`src/hdl/tmr_defs.svh`:
```
// Register indices, field positions and encodings of the three timers
`ifndef TMR_DEFS_SVH
`define TMR_DEFS_SVH
// ==========================================================
// Register indices (byte address is four times the index)
`define TMR_IDX_IRQ_EN 8'hc2
`define TMR_IDX_IRQ_PENDING_FLAGS 8'hc3
`define TMR_IDX_T0_COUNT 8'hc8
`define TMR_IDX_T0_CTL 8'hc9
`define TMR_IDX_T1_COUNT 8'hca
`define TMR_IDX_T1_CTL 8'hcb
`define TMR_IDX_T2_LOW 8'hcc
`define TMR_IDX_T2_HIGH 8'hcd
`define TMR_IDX_T2_CTL 8'hce
`define TMR_ADDR_W 12
// ==========================================================
// Control fields
`define TMR_CTL_RUN 7
`define TMR_CTL_NORELOAD 6
`define TMR_CTL_GATE 5
`define TMR_CTL_CS_HI 2
`define TMR_CTL_MASK8 8'hc7
`define TMR_CTL_MASK16 8'he7
// ==========================================================
// Clock select codes
`define TMR_CS_DIV1 3'h0
`define TMR_CS_DIV4 3'h1
`define TMR_CS_DIV16 3'h2
`define TMR_CS_DIV64 3'h3
`define TMR_CS_SUB 3'h4
`define TMR_CS_PIN 3'h7
`define TMR_PRE_W 6
`define TMR_PRE_DIV4 6'h03
`define TMR_PRE_DIV16 6'h0f
`define TMR_PRE_DIV64 6'h3f
// ==========================================================
// Pending flag bits
`define TMR_IRQ_T0 3
`define TMR_IRQ_T1 5
`define TMR_IRQ_T2 6
`define TMR_IRQ_MASK 8'h68
// ==========================================================
// Reset values and bus answers
`define TMR_RST_BYTE 8'h00
`define TMR_RST_WORD 16'h0000
`define AXI_RESP_OKAY 2'h0
`define AXI_RESP_SLVERR 2'h2
`endif

```
`src/hdl/tmr_pkg.sv`:
```
// Types shared by the timer block
`include "tmr_defs.svh"
package tmr_pkg;
  typedef struct packed {
    logic [7:0] ctl0_r;
    logic [7:0] ctl1_r;
    logic [7:0] ctl2_r;
    logic [7:0] rl0_r;
    logic [7:0] rl1_r;
    logic [15:0] rl2_r;
    logic [7:0] irq_en_r;
    logic [7:0] irq_pend_r;
    logic [`TMR_PRE_W-1:0] pre_r;
    logic sub_s1_r;
    logic sub_s2_r;
    logic sub_d_r;
    logic pin_s1_r;
    logic pin_s2_r;
    logic pin_d_r;
    logic aw_full_r;
    logic [`TMR_ADDR_W-1:0] aw_addr_r;
    logic w_full_r;
    logic [7:0] w_data_r;
    logic w_strb_r;
    logic bvalid_r;
    logic [1:0] bresp_r;
    logic rvalid_r;
    logic [31:0] rdata_r;
    logic [1:0] rresp_r;
  } tmr_state_t;
endpackage : tmr_pkg

```
`src/hdl/count_if.sv`:
```
// Carrier between the timer control logic and one down counter
`timescale 1ns/100ps
`default_nettype none
interface count_if #(parameter int W = 8);
  logic load;
  logic tick;
  logic reload_en;
  logic [W-1:0] reload_val;
  logic [W-1:0] count;
  logic underflow;
  modport ctrl (output load, output tick, output reload_en, output reload_val,
                input count, input underflow);
  modport cnt (input load, input tick, input reload_en, input reload_val,
               output count, output underflow);
endinterface : count_if
`default_nettype wire

```
`src/hdl/down_counter.sv`:
```
// One down counter with preload and optional automatic reload
`timescale 1ns/100ps
`default_nettype none
module down_counter #(
  parameter int W = 8
) (
  input wire logic aclk,
  input wire logic aresetn,
  input wire logic ce,
  count_if.cnt bus
);
  typedef struct packed {
    logic [W-1:0] count_r;
  } cnt_state_t;

  cnt_state_t st_r;
  cnt_state_t st_nxt;

  // Load wins over a tick in the same cycle
  assign bus.underflow = bus.tick && !bus.load && (st_r.count_r == '0);
  assign bus.count = st_r.count_r;

  always_comb begin
    st_nxt = st_r;
    if (bus.load) begin
      st_nxt.count_r = bus.reload_val;
    end else if (bus.tick) begin
      if (st_r.count_r == '0) begin
        // Without reload it rests at zero; the run bit is dropped upstream
        if (bus.reload_en) begin
          st_nxt.count_r = bus.reload_val;
        end
      end else begin
        st_nxt.count_r = st_r.count_r - {{(W-1){1'b0}}, 1'b1};
      end
    end
  end

  always_ff @(posedge aclk) begin
    if (!aresetn) begin
      st_r <= '0;
    end else if (ce) begin
      st_r <= st_nxt;
    end
  end
endmodule : down_counter
`default_nettype wire

```
`src/hdl/triple_timers.sv`:
```
// Three down-count timers with AXI4-Lite register access
`timescale 1ns/100ps
`default_nettype none
`include "tmr_defs.svh"
// Notes on behaviour
// - First timer: 8-bit, underflows every count+1 ticks
// - Second timer: 8-bit, underflows every count+1 ticks
// - 8-bit timers: run write preloads; clear stops
// - Third timer: run write loads; clear stops
// - Reload-disable one stops reload; zero reloads
// - 8-bit select: divide 1/4/16/64, top bit sub-oscillator
// - Third select: dividers, 100 sub, 111 pin edges
// - Qualify set: count only while pin high
// - Qualify clear: count regardless of pin level
// - Select 111 overrides the pin qualify bit
// - Underflow sets own pending flag; enable gates request
// - Writing one clears only those pending bits
module triple_timers (
  input wire logic aclk,
  input wire logic aresetn,
  input wire logic ce,
  input wire logic sub_osc_clock,
  input wire logic external_count_pin,
  input wire logic [`TMR_ADDR_W-1:0] s_axi_awaddr,
  input wire logic s_axi_awvalid,
  output logic s_axi_awready,
  input wire logic [31:0] s_axi_wdata,
  input wire logic [3:0] s_axi_wstrb,
  input wire logic s_axi_wvalid,
  output logic s_axi_wready,
  output logic [1:0] s_axi_bresp,
  output logic s_axi_bvalid,
  input wire logic s_axi_bready,
  input wire logic [`TMR_ADDR_W-1:0] s_axi_araddr,
  input wire logic s_axi_arvalid,
  output logic s_axi_arready,
  output logic [31:0] s_axi_rdata,
  output logic [1:0] s_axi_rresp,
  output logic s_axi_rvalid,
  input wire logic s_axi_rready,
  output logic irq_request
);
  tmr_pkg::tmr_state_t st_r;
  tmr_pkg::tmr_state_t st_nxt;

  count_if #(.W(8)) c0 ();
  count_if #(.W(8)) c1 ();
  count_if #(.W(16)) c2 ();

  down_counter #(.W(8)) u_cnt0 (.aclk(aclk), .aresetn(aresetn), .ce(ce), .bus(c0));
  down_counter #(.W(8)) u_cnt1 (.aclk(aclk), .aresetn(aresetn), .ce(ce), .bus(c1));
  down_counter #(.W(16)) u_cnt2 (.aclk(aclk), .aresetn(aresetn), .ce(ce), .bus(c2));

  // ==========================================================
  // Register decode
  function automatic logic idx_mapped(input logic [`TMR_ADDR_W-1:0] a);
    logic [7:0] i;
    i = a[9:2];
    idx_mapped = (a[`TMR_ADDR_W-1:10] == '0) &&
                 (i == `TMR_IDX_IRQ_EN || i == `TMR_IDX_IRQ_PENDING_FLAGS ||
                  (i >= `TMR_IDX_T0_COUNT && i <= `TMR_IDX_T2_CTL));
  endfunction : idx_mapped

  logic wr_go;
  logic [7:0] wr_idx;
  logic [7:0] wr_byte;
  logic wr_en;
  logic rd_go;
  logic [7:0] rd_idx;

  assign s_axi_awready = ce && !st_r.aw_full_r && !st_r.bvalid_r;
  assign s_axi_wready = ce && !st_r.w_full_r && !st_r.bvalid_r;
  assign s_axi_arready = ce && !st_r.rvalid_r;
  assign s_axi_bvalid = st_r.bvalid_r;
  assign s_axi_bresp = st_r.bresp_r;
  assign s_axi_rvalid = st_r.rvalid_r;
  assign s_axi_rdata = st_r.rdata_r;
  assign s_axi_rresp = st_r.rresp_r;

  assign wr_go = ce && st_r.aw_full_r && st_r.w_full_r && !st_r.bvalid_r;
  assign wr_idx = st_r.aw_addr_r[9:2];
  assign wr_byte = st_r.w_data_r;
  // Only byte lane 0 carries data; other lanes are ignored
  assign wr_en = wr_go && st_r.w_strb_r && idx_mapped(st_r.aw_addr_r);
  assign rd_go = s_axi_arvalid && s_axi_arready;
  assign rd_idx = s_axi_araddr[9:2];

  // ==========================================================
  // Input clock selection
  logic sub_rise;
  logic pin_rise;
  logic pin_high;
  logic [2:0] cs0;
  logic [2:0] cs1;
  logic [2:0] cs2;
  logic gate_ok;

  assign sub_rise = st_r.sub_s2_r && !st_r.sub_d_r;
  assign pin_rise = st_r.pin_s2_r && !st_r.pin_d_r;
  assign pin_high = st_r.pin_s2_r;
  assign cs0 = st_r.ctl0_r[`TMR_CTL_CS_HI:0];
  assign cs1 = st_r.ctl1_r[`TMR_CTL_CS_HI:0];
  assign cs2 = st_r.ctl2_r[`TMR_CTL_CS_HI:0];

  function automatic logic pre_tick(input logic [1:0] code,
                                    input logic [`TMR_PRE_W-1:0] pre);
    case (code)
      2'h0: pre_tick = 1'b1;
      2'h1: pre_tick = (pre & `TMR_PRE_DIV4) == `TMR_PRE_DIV4;
      2'h2: pre_tick = (pre & `TMR_PRE_DIV16) == `TMR_PRE_DIV16;
      2'h3: pre_tick = pre == `TMR_PRE_DIV64;
      default: pre_tick = 1'b0;
    endcase
  endfunction : pre_tick

  function automatic logic sel8(input logic [2:0] cs, input logic [`TMR_PRE_W-1:0] pre,
                                input logic sub);
    // Top bit alone picks the sub-oscillator
    sel8 = cs[2] ? sub : pre_tick(cs[1:0], pre);
  endfunction : sel8

  logic sel2;
  always_comb begin
    case (cs2)
      `TMR_CS_DIV1, `TMR_CS_DIV4, `TMR_CS_DIV16, `TMR_CS_DIV64: begin
        sel2 = pre_tick(cs2[1:0], st_r.pre_r);
      end
      `TMR_CS_SUB: begin
        sel2 = sub_rise;
      end
      `TMR_CS_PIN: begin
        sel2 = pin_rise;
      end
      // Codes 101 and 110 give no clock
      default: begin
        sel2 = 1'b0;
      end
    endcase
  end

  // Pin qualify is overridden when the pin itself is the clock
  assign gate_ok = !st_r.ctl2_r[`TMR_CTL_GATE] || (cs2 == `TMR_CS_PIN) || pin_high;

  // ==========================================================
  // Counter control
  assign c0.tick = ce && st_r.ctl0_r[`TMR_CTL_RUN] && sel8(cs0, st_r.pre_r, sub_rise);
  assign c1.tick = ce && st_r.ctl1_r[`TMR_CTL_RUN] && sel8(cs1, st_r.pre_r, sub_rise);
  assign c2.tick = ce && st_r.ctl2_r[`TMR_CTL_RUN] && gate_ok && sel2;
  assign c0.load = wr_en && wr_idx == `TMR_IDX_T0_CTL && wr_byte[`TMR_CTL_RUN];
  assign c1.load = wr_en && wr_idx == `TMR_IDX_T1_CTL && wr_byte[`TMR_CTL_RUN];
  assign c2.load = wr_en && wr_idx == `TMR_IDX_T2_CTL && wr_byte[`TMR_CTL_RUN];
  assign c0.reload_en = !st_r.ctl0_r[`TMR_CTL_NORELOAD];
  assign c1.reload_en = !st_r.ctl1_r[`TMR_CTL_NORELOAD];
  assign c2.reload_en = !st_r.ctl2_r[`TMR_CTL_NORELOAD];
  assign c0.reload_val = st_r.rl0_r;
  assign c1.reload_val = st_r.rl1_r;
  assign c2.reload_val = st_r.rl2_r;

  assign irq_request = |(st_r.irq_pend_r & st_r.irq_en_r);

  // ==========================================================
  // Next state
  always_comb begin
    st_nxt = st_r;
    st_nxt.pre_r = st_r.pre_r + {{(`TMR_PRE_W-1){1'b0}}, 1'b1};
    // Synchroniser stage one feeds only stage two
    st_nxt.sub_s1_r = sub_osc_clock;
    st_nxt.sub_s2_r = st_r.sub_s1_r;
    st_nxt.sub_d_r = st_r.sub_s2_r;
    st_nxt.pin_s1_r = external_count_pin;
    st_nxt.pin_s2_r = st_r.pin_s1_r;
    st_nxt.pin_d_r = st_r.pin_s2_r;

    // Stop after an underflow that does not reload
    if (c0.underflow && !c0.reload_en) begin
      st_nxt.ctl0_r[`TMR_CTL_RUN] = 1'b0;
    end
    if (c1.underflow && !c1.reload_en) begin
      st_nxt.ctl1_r[`TMR_CTL_RUN] = 1'b0;
    end
    if (c2.underflow && !c2.reload_en) begin
      st_nxt.ctl2_r[`TMR_CTL_RUN] = 1'b0;
    end

    // Write channels
    if (s_axi_awvalid && s_axi_awready) begin
      st_nxt.aw_full_r = 1'b1;
      st_nxt.aw_addr_r = s_axi_awaddr;
    end
    if (s_axi_wvalid && s_axi_wready) begin
      st_nxt.w_full_r = 1'b1;
      st_nxt.w_data_r = s_axi_wdata[7:0];
      st_nxt.w_strb_r = s_axi_wstrb[0];
    end
    if (wr_go) begin
      st_nxt.aw_full_r = 1'b0;
      st_nxt.w_full_r = 1'b0;
      st_nxt.bvalid_r = 1'b1;
      st_nxt.bresp_r = idx_mapped(st_r.aw_addr_r) ? `AXI_RESP_OKAY : `AXI_RESP_SLVERR;
    end else if (st_r.bvalid_r && s_axi_bready && ce) begin
      st_nxt.bvalid_r = 1'b0;
    end

    // A software write to a control register wins over the hardware stop
    if (wr_en) begin
      case (wr_idx)
        `TMR_IDX_T0_COUNT: st_nxt.rl0_r = wr_byte;
        `TMR_IDX_T0_CTL: st_nxt.ctl0_r = wr_byte & `TMR_CTL_MASK8;
        `TMR_IDX_T1_COUNT: st_nxt.rl1_r = wr_byte;
        `TMR_IDX_T1_CTL: st_nxt.ctl1_r = wr_byte & `TMR_CTL_MASK8;
        `TMR_IDX_T2_LOW: st_nxt.rl2_r[7:0] = wr_byte;
        `TMR_IDX_T2_HIGH: st_nxt.rl2_r[15:8] = wr_byte;
        `TMR_IDX_T2_CTL: st_nxt.ctl2_r = wr_byte & `TMR_CTL_MASK16;
        `TMR_IDX_IRQ_EN: st_nxt.irq_en_r = wr_byte & `TMR_IRQ_MASK;
        default: st_nxt.irq_en_r = st_nxt.irq_en_r;
      endcase
    end

    // Pending flags: a set in the clearing cycle survives
    if (wr_en && wr_idx == `TMR_IDX_IRQ_PENDING_FLAGS) begin
      st_nxt.irq_pend_r = st_r.irq_pend_r & ~wr_byte;
    end
    st_nxt.irq_pend_r[`TMR_IRQ_T0] = st_nxt.irq_pend_r[`TMR_IRQ_T0] | c0.underflow;
    st_nxt.irq_pend_r[`TMR_IRQ_T1] = st_nxt.irq_pend_r[`TMR_IRQ_T1] | c1.underflow;
    st_nxt.irq_pend_r[`TMR_IRQ_T2] = st_nxt.irq_pend_r[`TMR_IRQ_T2] | c2.underflow;

    // Read channel; count registers show the live counters
    if (rd_go) begin
      st_nxt.rvalid_r = 1'b1;
      st_nxt.rresp_r = idx_mapped(s_axi_araddr) ? `AXI_RESP_OKAY : `AXI_RESP_SLVERR;
      st_nxt.rdata_r = '0;
      if (idx_mapped(s_axi_araddr)) begin
        case (rd_idx)
          `TMR_IDX_T0_COUNT: st_nxt.rdata_r[7:0] = c0.count;
          `TMR_IDX_T0_CTL: st_nxt.rdata_r[7:0] = st_r.ctl0_r;
          `TMR_IDX_T1_COUNT: st_nxt.rdata_r[7:0] = c1.count;
          `TMR_IDX_T1_CTL: st_nxt.rdata_r[7:0] = st_r.ctl1_r;
          `TMR_IDX_T2_LOW: st_nxt.rdata_r[7:0] = c2.count[7:0];
          `TMR_IDX_T2_HIGH: st_nxt.rdata_r[7:0] = c2.count[15:8];
          `TMR_IDX_T2_CTL: st_nxt.rdata_r[7:0] = st_r.ctl2_r;
          `TMR_IDX_IRQ_EN: st_nxt.rdata_r[7:0] = st_r.irq_en_r;
          `TMR_IDX_IRQ_PENDING_FLAGS: st_nxt.rdata_r[7:0] = st_r.irq_pend_r;
          default: st_nxt.rdata_r = '0;
        endcase
      end
    end else if (st_r.rvalid_r && s_axi_rready && ce) begin
      st_nxt.rvalid_r = 1'b0;
    end
  end

  always_ff @(posedge aclk) begin
    if (!aresetn) begin
      st_r <= '0;
    end else if (ce) begin
      st_r <= st_nxt;
    end
  end
endmodule : triple_timers
`default_nettype wire

```
`config.mk`:
```
export PLATFORM = sky130hd
export DESIGN_NAME = triple_timers
export DESIGN_NICKNAME = d
export VERILOG_FILES = /design/src/hdl/tmr_pkg.sv /design/src/hdl/count_if.sv /design/src/hdl/down_counter.sv /design/src/hdl/triple_timers.sv
export VERILOG_INCLUDE_DIRS = /design/src /design/src/hdl
export SDC_FILE = /design/constraint.sdc
export NUM_CORES = 1
export LEC_CHECK = 0
export BUFFER_PORTS_ARGS = -buffer_cell sky130_fd_sc_hd__buf_2
export CAP_MARGIN = 20
export CORE_MARGIN = 4
export CORE_UTILIZATION = 52
export CTS_CLUSTER_SIZE = 20
export DETAILED_ROUTE_END_ITERATION = 6
export HOLD_SLACK_MARGIN = 0.08
export PLACE_DENSITY = 0.84
export SKIP_LAST_GASP = 1
export SLEW_MARGIN = 20
export SYNTH_ARGS = -nofsm -noshare
export SYNTH_HDL_FRONTEND = slang
export SYNTH_SLANG_ARGS = --single-unit
```
`constraint.sdc`:
```
create_clock -name aclk -period 2.42 [get_ports aclk]
set_clock_uncertainty 0.15 [all_clocks]
set_input_delay 0.242 -clock aclk [delete_from_list [all_inputs] [get_ports aclk]]
set_output_delay 0.242 -clock aclk [all_outputs]
set_load 0.005 [all_outputs]
```
==> flow_summary.json <==
{
  "antenna_cells": 0,
  "antenna_found_initial": 0,
  "rsz0062_at_grt": "true",
  "synth_common_cells": "dfxtp_1, nand2_1, nor2_1",
  "avgSynthCellArea_sq_um": 8.326,
  "cts_tree": "yes",
  "dpl_worst_slack_ps": -80.56,
  "fillers": 1034,
  "synth_edf_count": 0,
  "place_hpwl_mm": 14.60,
  "r2r_start": "u_cnt1.bus.count[3]$_SDFFE_PN0P_",
  "vdd_ir_drop_max_v": 0.0004715,
  "path_class": "reg -> reg",
  "dieArea_sq_um": 15540,
  "die_h_microns": 124.7,
  "clock-sinks": 136,
  "wl_per_cell_microns": 18.42,
  "htreeDepth": 4,
  "reg2regPathDepth": 6,
  "ys_ff_latch": 136,
  "drtAntennaViolNets": 0,
  "drt-pass1-iter-count": 5,
  "yosysWarnings": 0,
  "period_share_pct": 99.99,
  "powerDensity_nw_per_um2": 609.5,
  "reg2reg_slack_ps": 0.3,
  "required_ps": 2580,
  "start_util_pct": 53.23,
  "fin_crit_ps": 2420,
  "multi_input_area_sq_um": 4061,
  "ys.flop_type": "dfxtp_1",
  "drtIter0Drc": 750,
  "hold_viol": 0,
  "relSlewSlack_pct": 50.55,
  "end_kind": "register",
  "first_global_vias": 6789,
  "synthTopCellsByArea": "dfxtp_1, mux2i_1, nand2_1",
  "grt-ovfl-total": 0,
  "finalSetupViolCount": 0,
  "num_vias": 6986,
  "globalplace.congestion": 0.9825,
  "grt_max_degree": 28,
  "netlist.area_leader.share_pct": 38.47,
  "max_stage_delay_ps": 570,
  "arrival_ps": 2580,
  "worstPathCellList": "or4_4 -> or4b_4 -> o211a_4 -> a21oi_4 -> nor2_2 -> o2bb2ai_1",
  "leakage_uw": 0.003472,
  "cap_violations": 0,
  "ys_types": 82,
  "drc": 0,
  "ff_latch_area_sq_um": 2726,
  "fin_ws_ps": 0.3300,
  "r2r-end": "u_cnt1.bus.count[5]$_SDFFE_PN0P_",
  "synthCells": 850,
  "port_buffers": 54,
  "cts_buffer_depth": 2,
  "worstHoldEndpoint": "wr_byte[7]$_SDFFE_PN0P_",
  "synthArstFlopShare_pct": 0,
  "grt_usage_pct": 27.09,
  "synth.most_common_cell": "dfxtp_1",
  "clkTransAtPathRegs_ps": 60,
  "core_sq_um": 13300,
  "max_freq_mhz": 413.3,
  "hold_depth": 4,
  "yosys.area.top_type": "dfxtp_1",
  "crit_fanout": 8,
  "num-nets-final": 1052,
  "finalWirelength_mm": 21.44,
  "viasPerCell": 6.002,
  "tightest_slew_ps": 740.8,
  "fin_tns_setup_ps": 0,
  "ios": 112,
  "netlist_area_sq_um": 7077,
  "status": "finished clean",
  "num_rows": 42,
  "slew_viol_final": 0,
  "slowest_stage": "or4b_4",
  "cp-start-kind": "register",
  "clockRootBuffer": "clkbuf_16",
  "syn_to_final_growth_pct": 25.30,
  "p_total_uw": 5405,
  "cts_made_buffers": 17,
  "clock_latency_ps": 430,
  "min_from": "s_axi_wvalid",
  "die_width_microns": 124.7,
  "drive_above_1_share_pct": 21.46,
  "ys_seq_area_share_pct": 38.47,
  "min_path_type": "in -> reg",
  "grt_pass1_wl_mm": 34.16
}
-- cells in the final DEF (no fill, tap or decap), drive strengths merged, types with 6 or more instances in the layout --
master,count
nand3,26
clkbuf,20
dfxtp,136
conb,26
nor4,11
nor2,104
ha,7
inv,16
buf,132
nor3,17
nor2b,10
and3,7
o31ai,7
a21oi,69
or3,8
o21ai,24
dlygate4sd3,27
or4,6
nand2b,11
and2,6
nand2,116
nand4,8
a22oi,16
mux2i,60
-- worst max-delay path: cells and delay by family, from the launching register on --
kind,cells,cell delay [ps]
simple gates,3,1190
compound gates,3,640
flops,1,320
-- state kept, by name, summed over array words and instances, names as in the netlist, 8 cells and up --
| name | cells |
|---|---|
| s_axi_rdata | 8 |
| c1.reload_val | 8 |
| u_cnt2.bus.count | 16 |
| st_r | 39 |
| c0.reload_val | 8 |
| u_cnt0.bus.count | 8 |
| wr_byte | 8 |
| u_cnt1.bus.count | 8 |
| c2.reload_val | 16 |
-- metrics by stage --
step	instance area, sq um	hold WS (ps)	cells	util [%]
after floorplan	7171	228.0	875	-
after global placement	7785	269.3	1101	58.55
after detailed placement	7785	275.8	1101	58.55
after CTS	8722	154.5	1161	65.60
after global routing	8867	209.9	1164	66.69
final	8867	170.7	1164	66.69
-- repair_timing --
action | CTS | global route
pin swaps | 3 | 5
hold buffers | 27 | 0
setup buffers | 1 | 3
hold endpoints to repair | 25 | 0
setup endpoints to repair | 10 | 50
resized for setup | 4 | 26
-- cells by family (layout without fill, tap and decap cells) --
group | count (synthesis) | count (layout) | share of synthesized area, %
fa+ha+maj | 7 | 7 | 1.238
mux | 67 | 67 | 10.24
xor+xnor | 4 | 4 | 0.4951
compound gates | 184 | 184 | 17.63
simple gates | 358 | 358 | 24.91
other cells | 1 | 26 | 0.05299
flops | 136 | 136 | 38.47
buf+inv | 93 | 206 | 6.966
-- routing by layer --
| layer | vias to the layer above | global-route usage, % | wire length (microns) |
|---|---|---|---|
| met3 | 97 | 6.432 | 1949 |
| met4 | 0 | 14.89 | 1016 |
| met1 | 3264 | 33.32 | 8417 |
| met2 | 376 | 43.70 | 10050 |
| met5 | - | 0 | 0 |
| li1 | 3249 | - | - |
-- how the worst max path moves through the flow --
stage	cells after the start	to	startpoint	slack, ps
finish	6	u_cnt1.bus.count[5]$_SDFFE_PN0P_	u_cnt1.bus.count[3]$_SDFFE_PN0P_	0.3
global route	6	u_cnt1.bus.count[5]$_SDFFE_PN0P_	u_cnt1.bus.count[3]$_SDFFE_PN0P_	-70
CTS	6	u_cnt1.bus.count[4]$_SDFFE_PN0P_	u_cnt1.bus.count[3]$_SDFFE_PN0P_	3
detailed placement	8	u_cnt2.bus.count[5]$_SDFFE_PN0P_	st_r[67]$_SDFFE_PN0P_	-80
global placement	8	u_cnt2.bus.count[5]$_SDFFE_PN0P_	st_r[67]$_SDFFE_PN0P_	-10
floorplan	8	u_cnt2.bus.count[8]$_SDFFE_PN0P_	st_r[67]$_SDFFE_PN0P_	20
-- layout make-up --
| class | instances | area share [%] |
|---|---|---|
| timing repair buffer | 160 | 13.18 |
| tap | 176 | 2.483 |
| clock inverter | 13 | 2.187 |
| sequential | 136 | 30.75 |
| multi-input combinational | 646 | 45.80 |
| inverter | 14 | 0.6067 |
| clock buffer | 19 | 4.995 |
-- report_power, final --
| part | total (uW) | switching, uW | internal [uW] |
|---|---|---|---|
| logic | 294 | 169 | 125 |
| clock network | 2790 | 1030 | 1760 |
| registers | 2320 | 50.0 | 2270 |
| total | 5410 | 1250 | 4160 |
No activity file was read; power rests on OpenSTA's default activity.
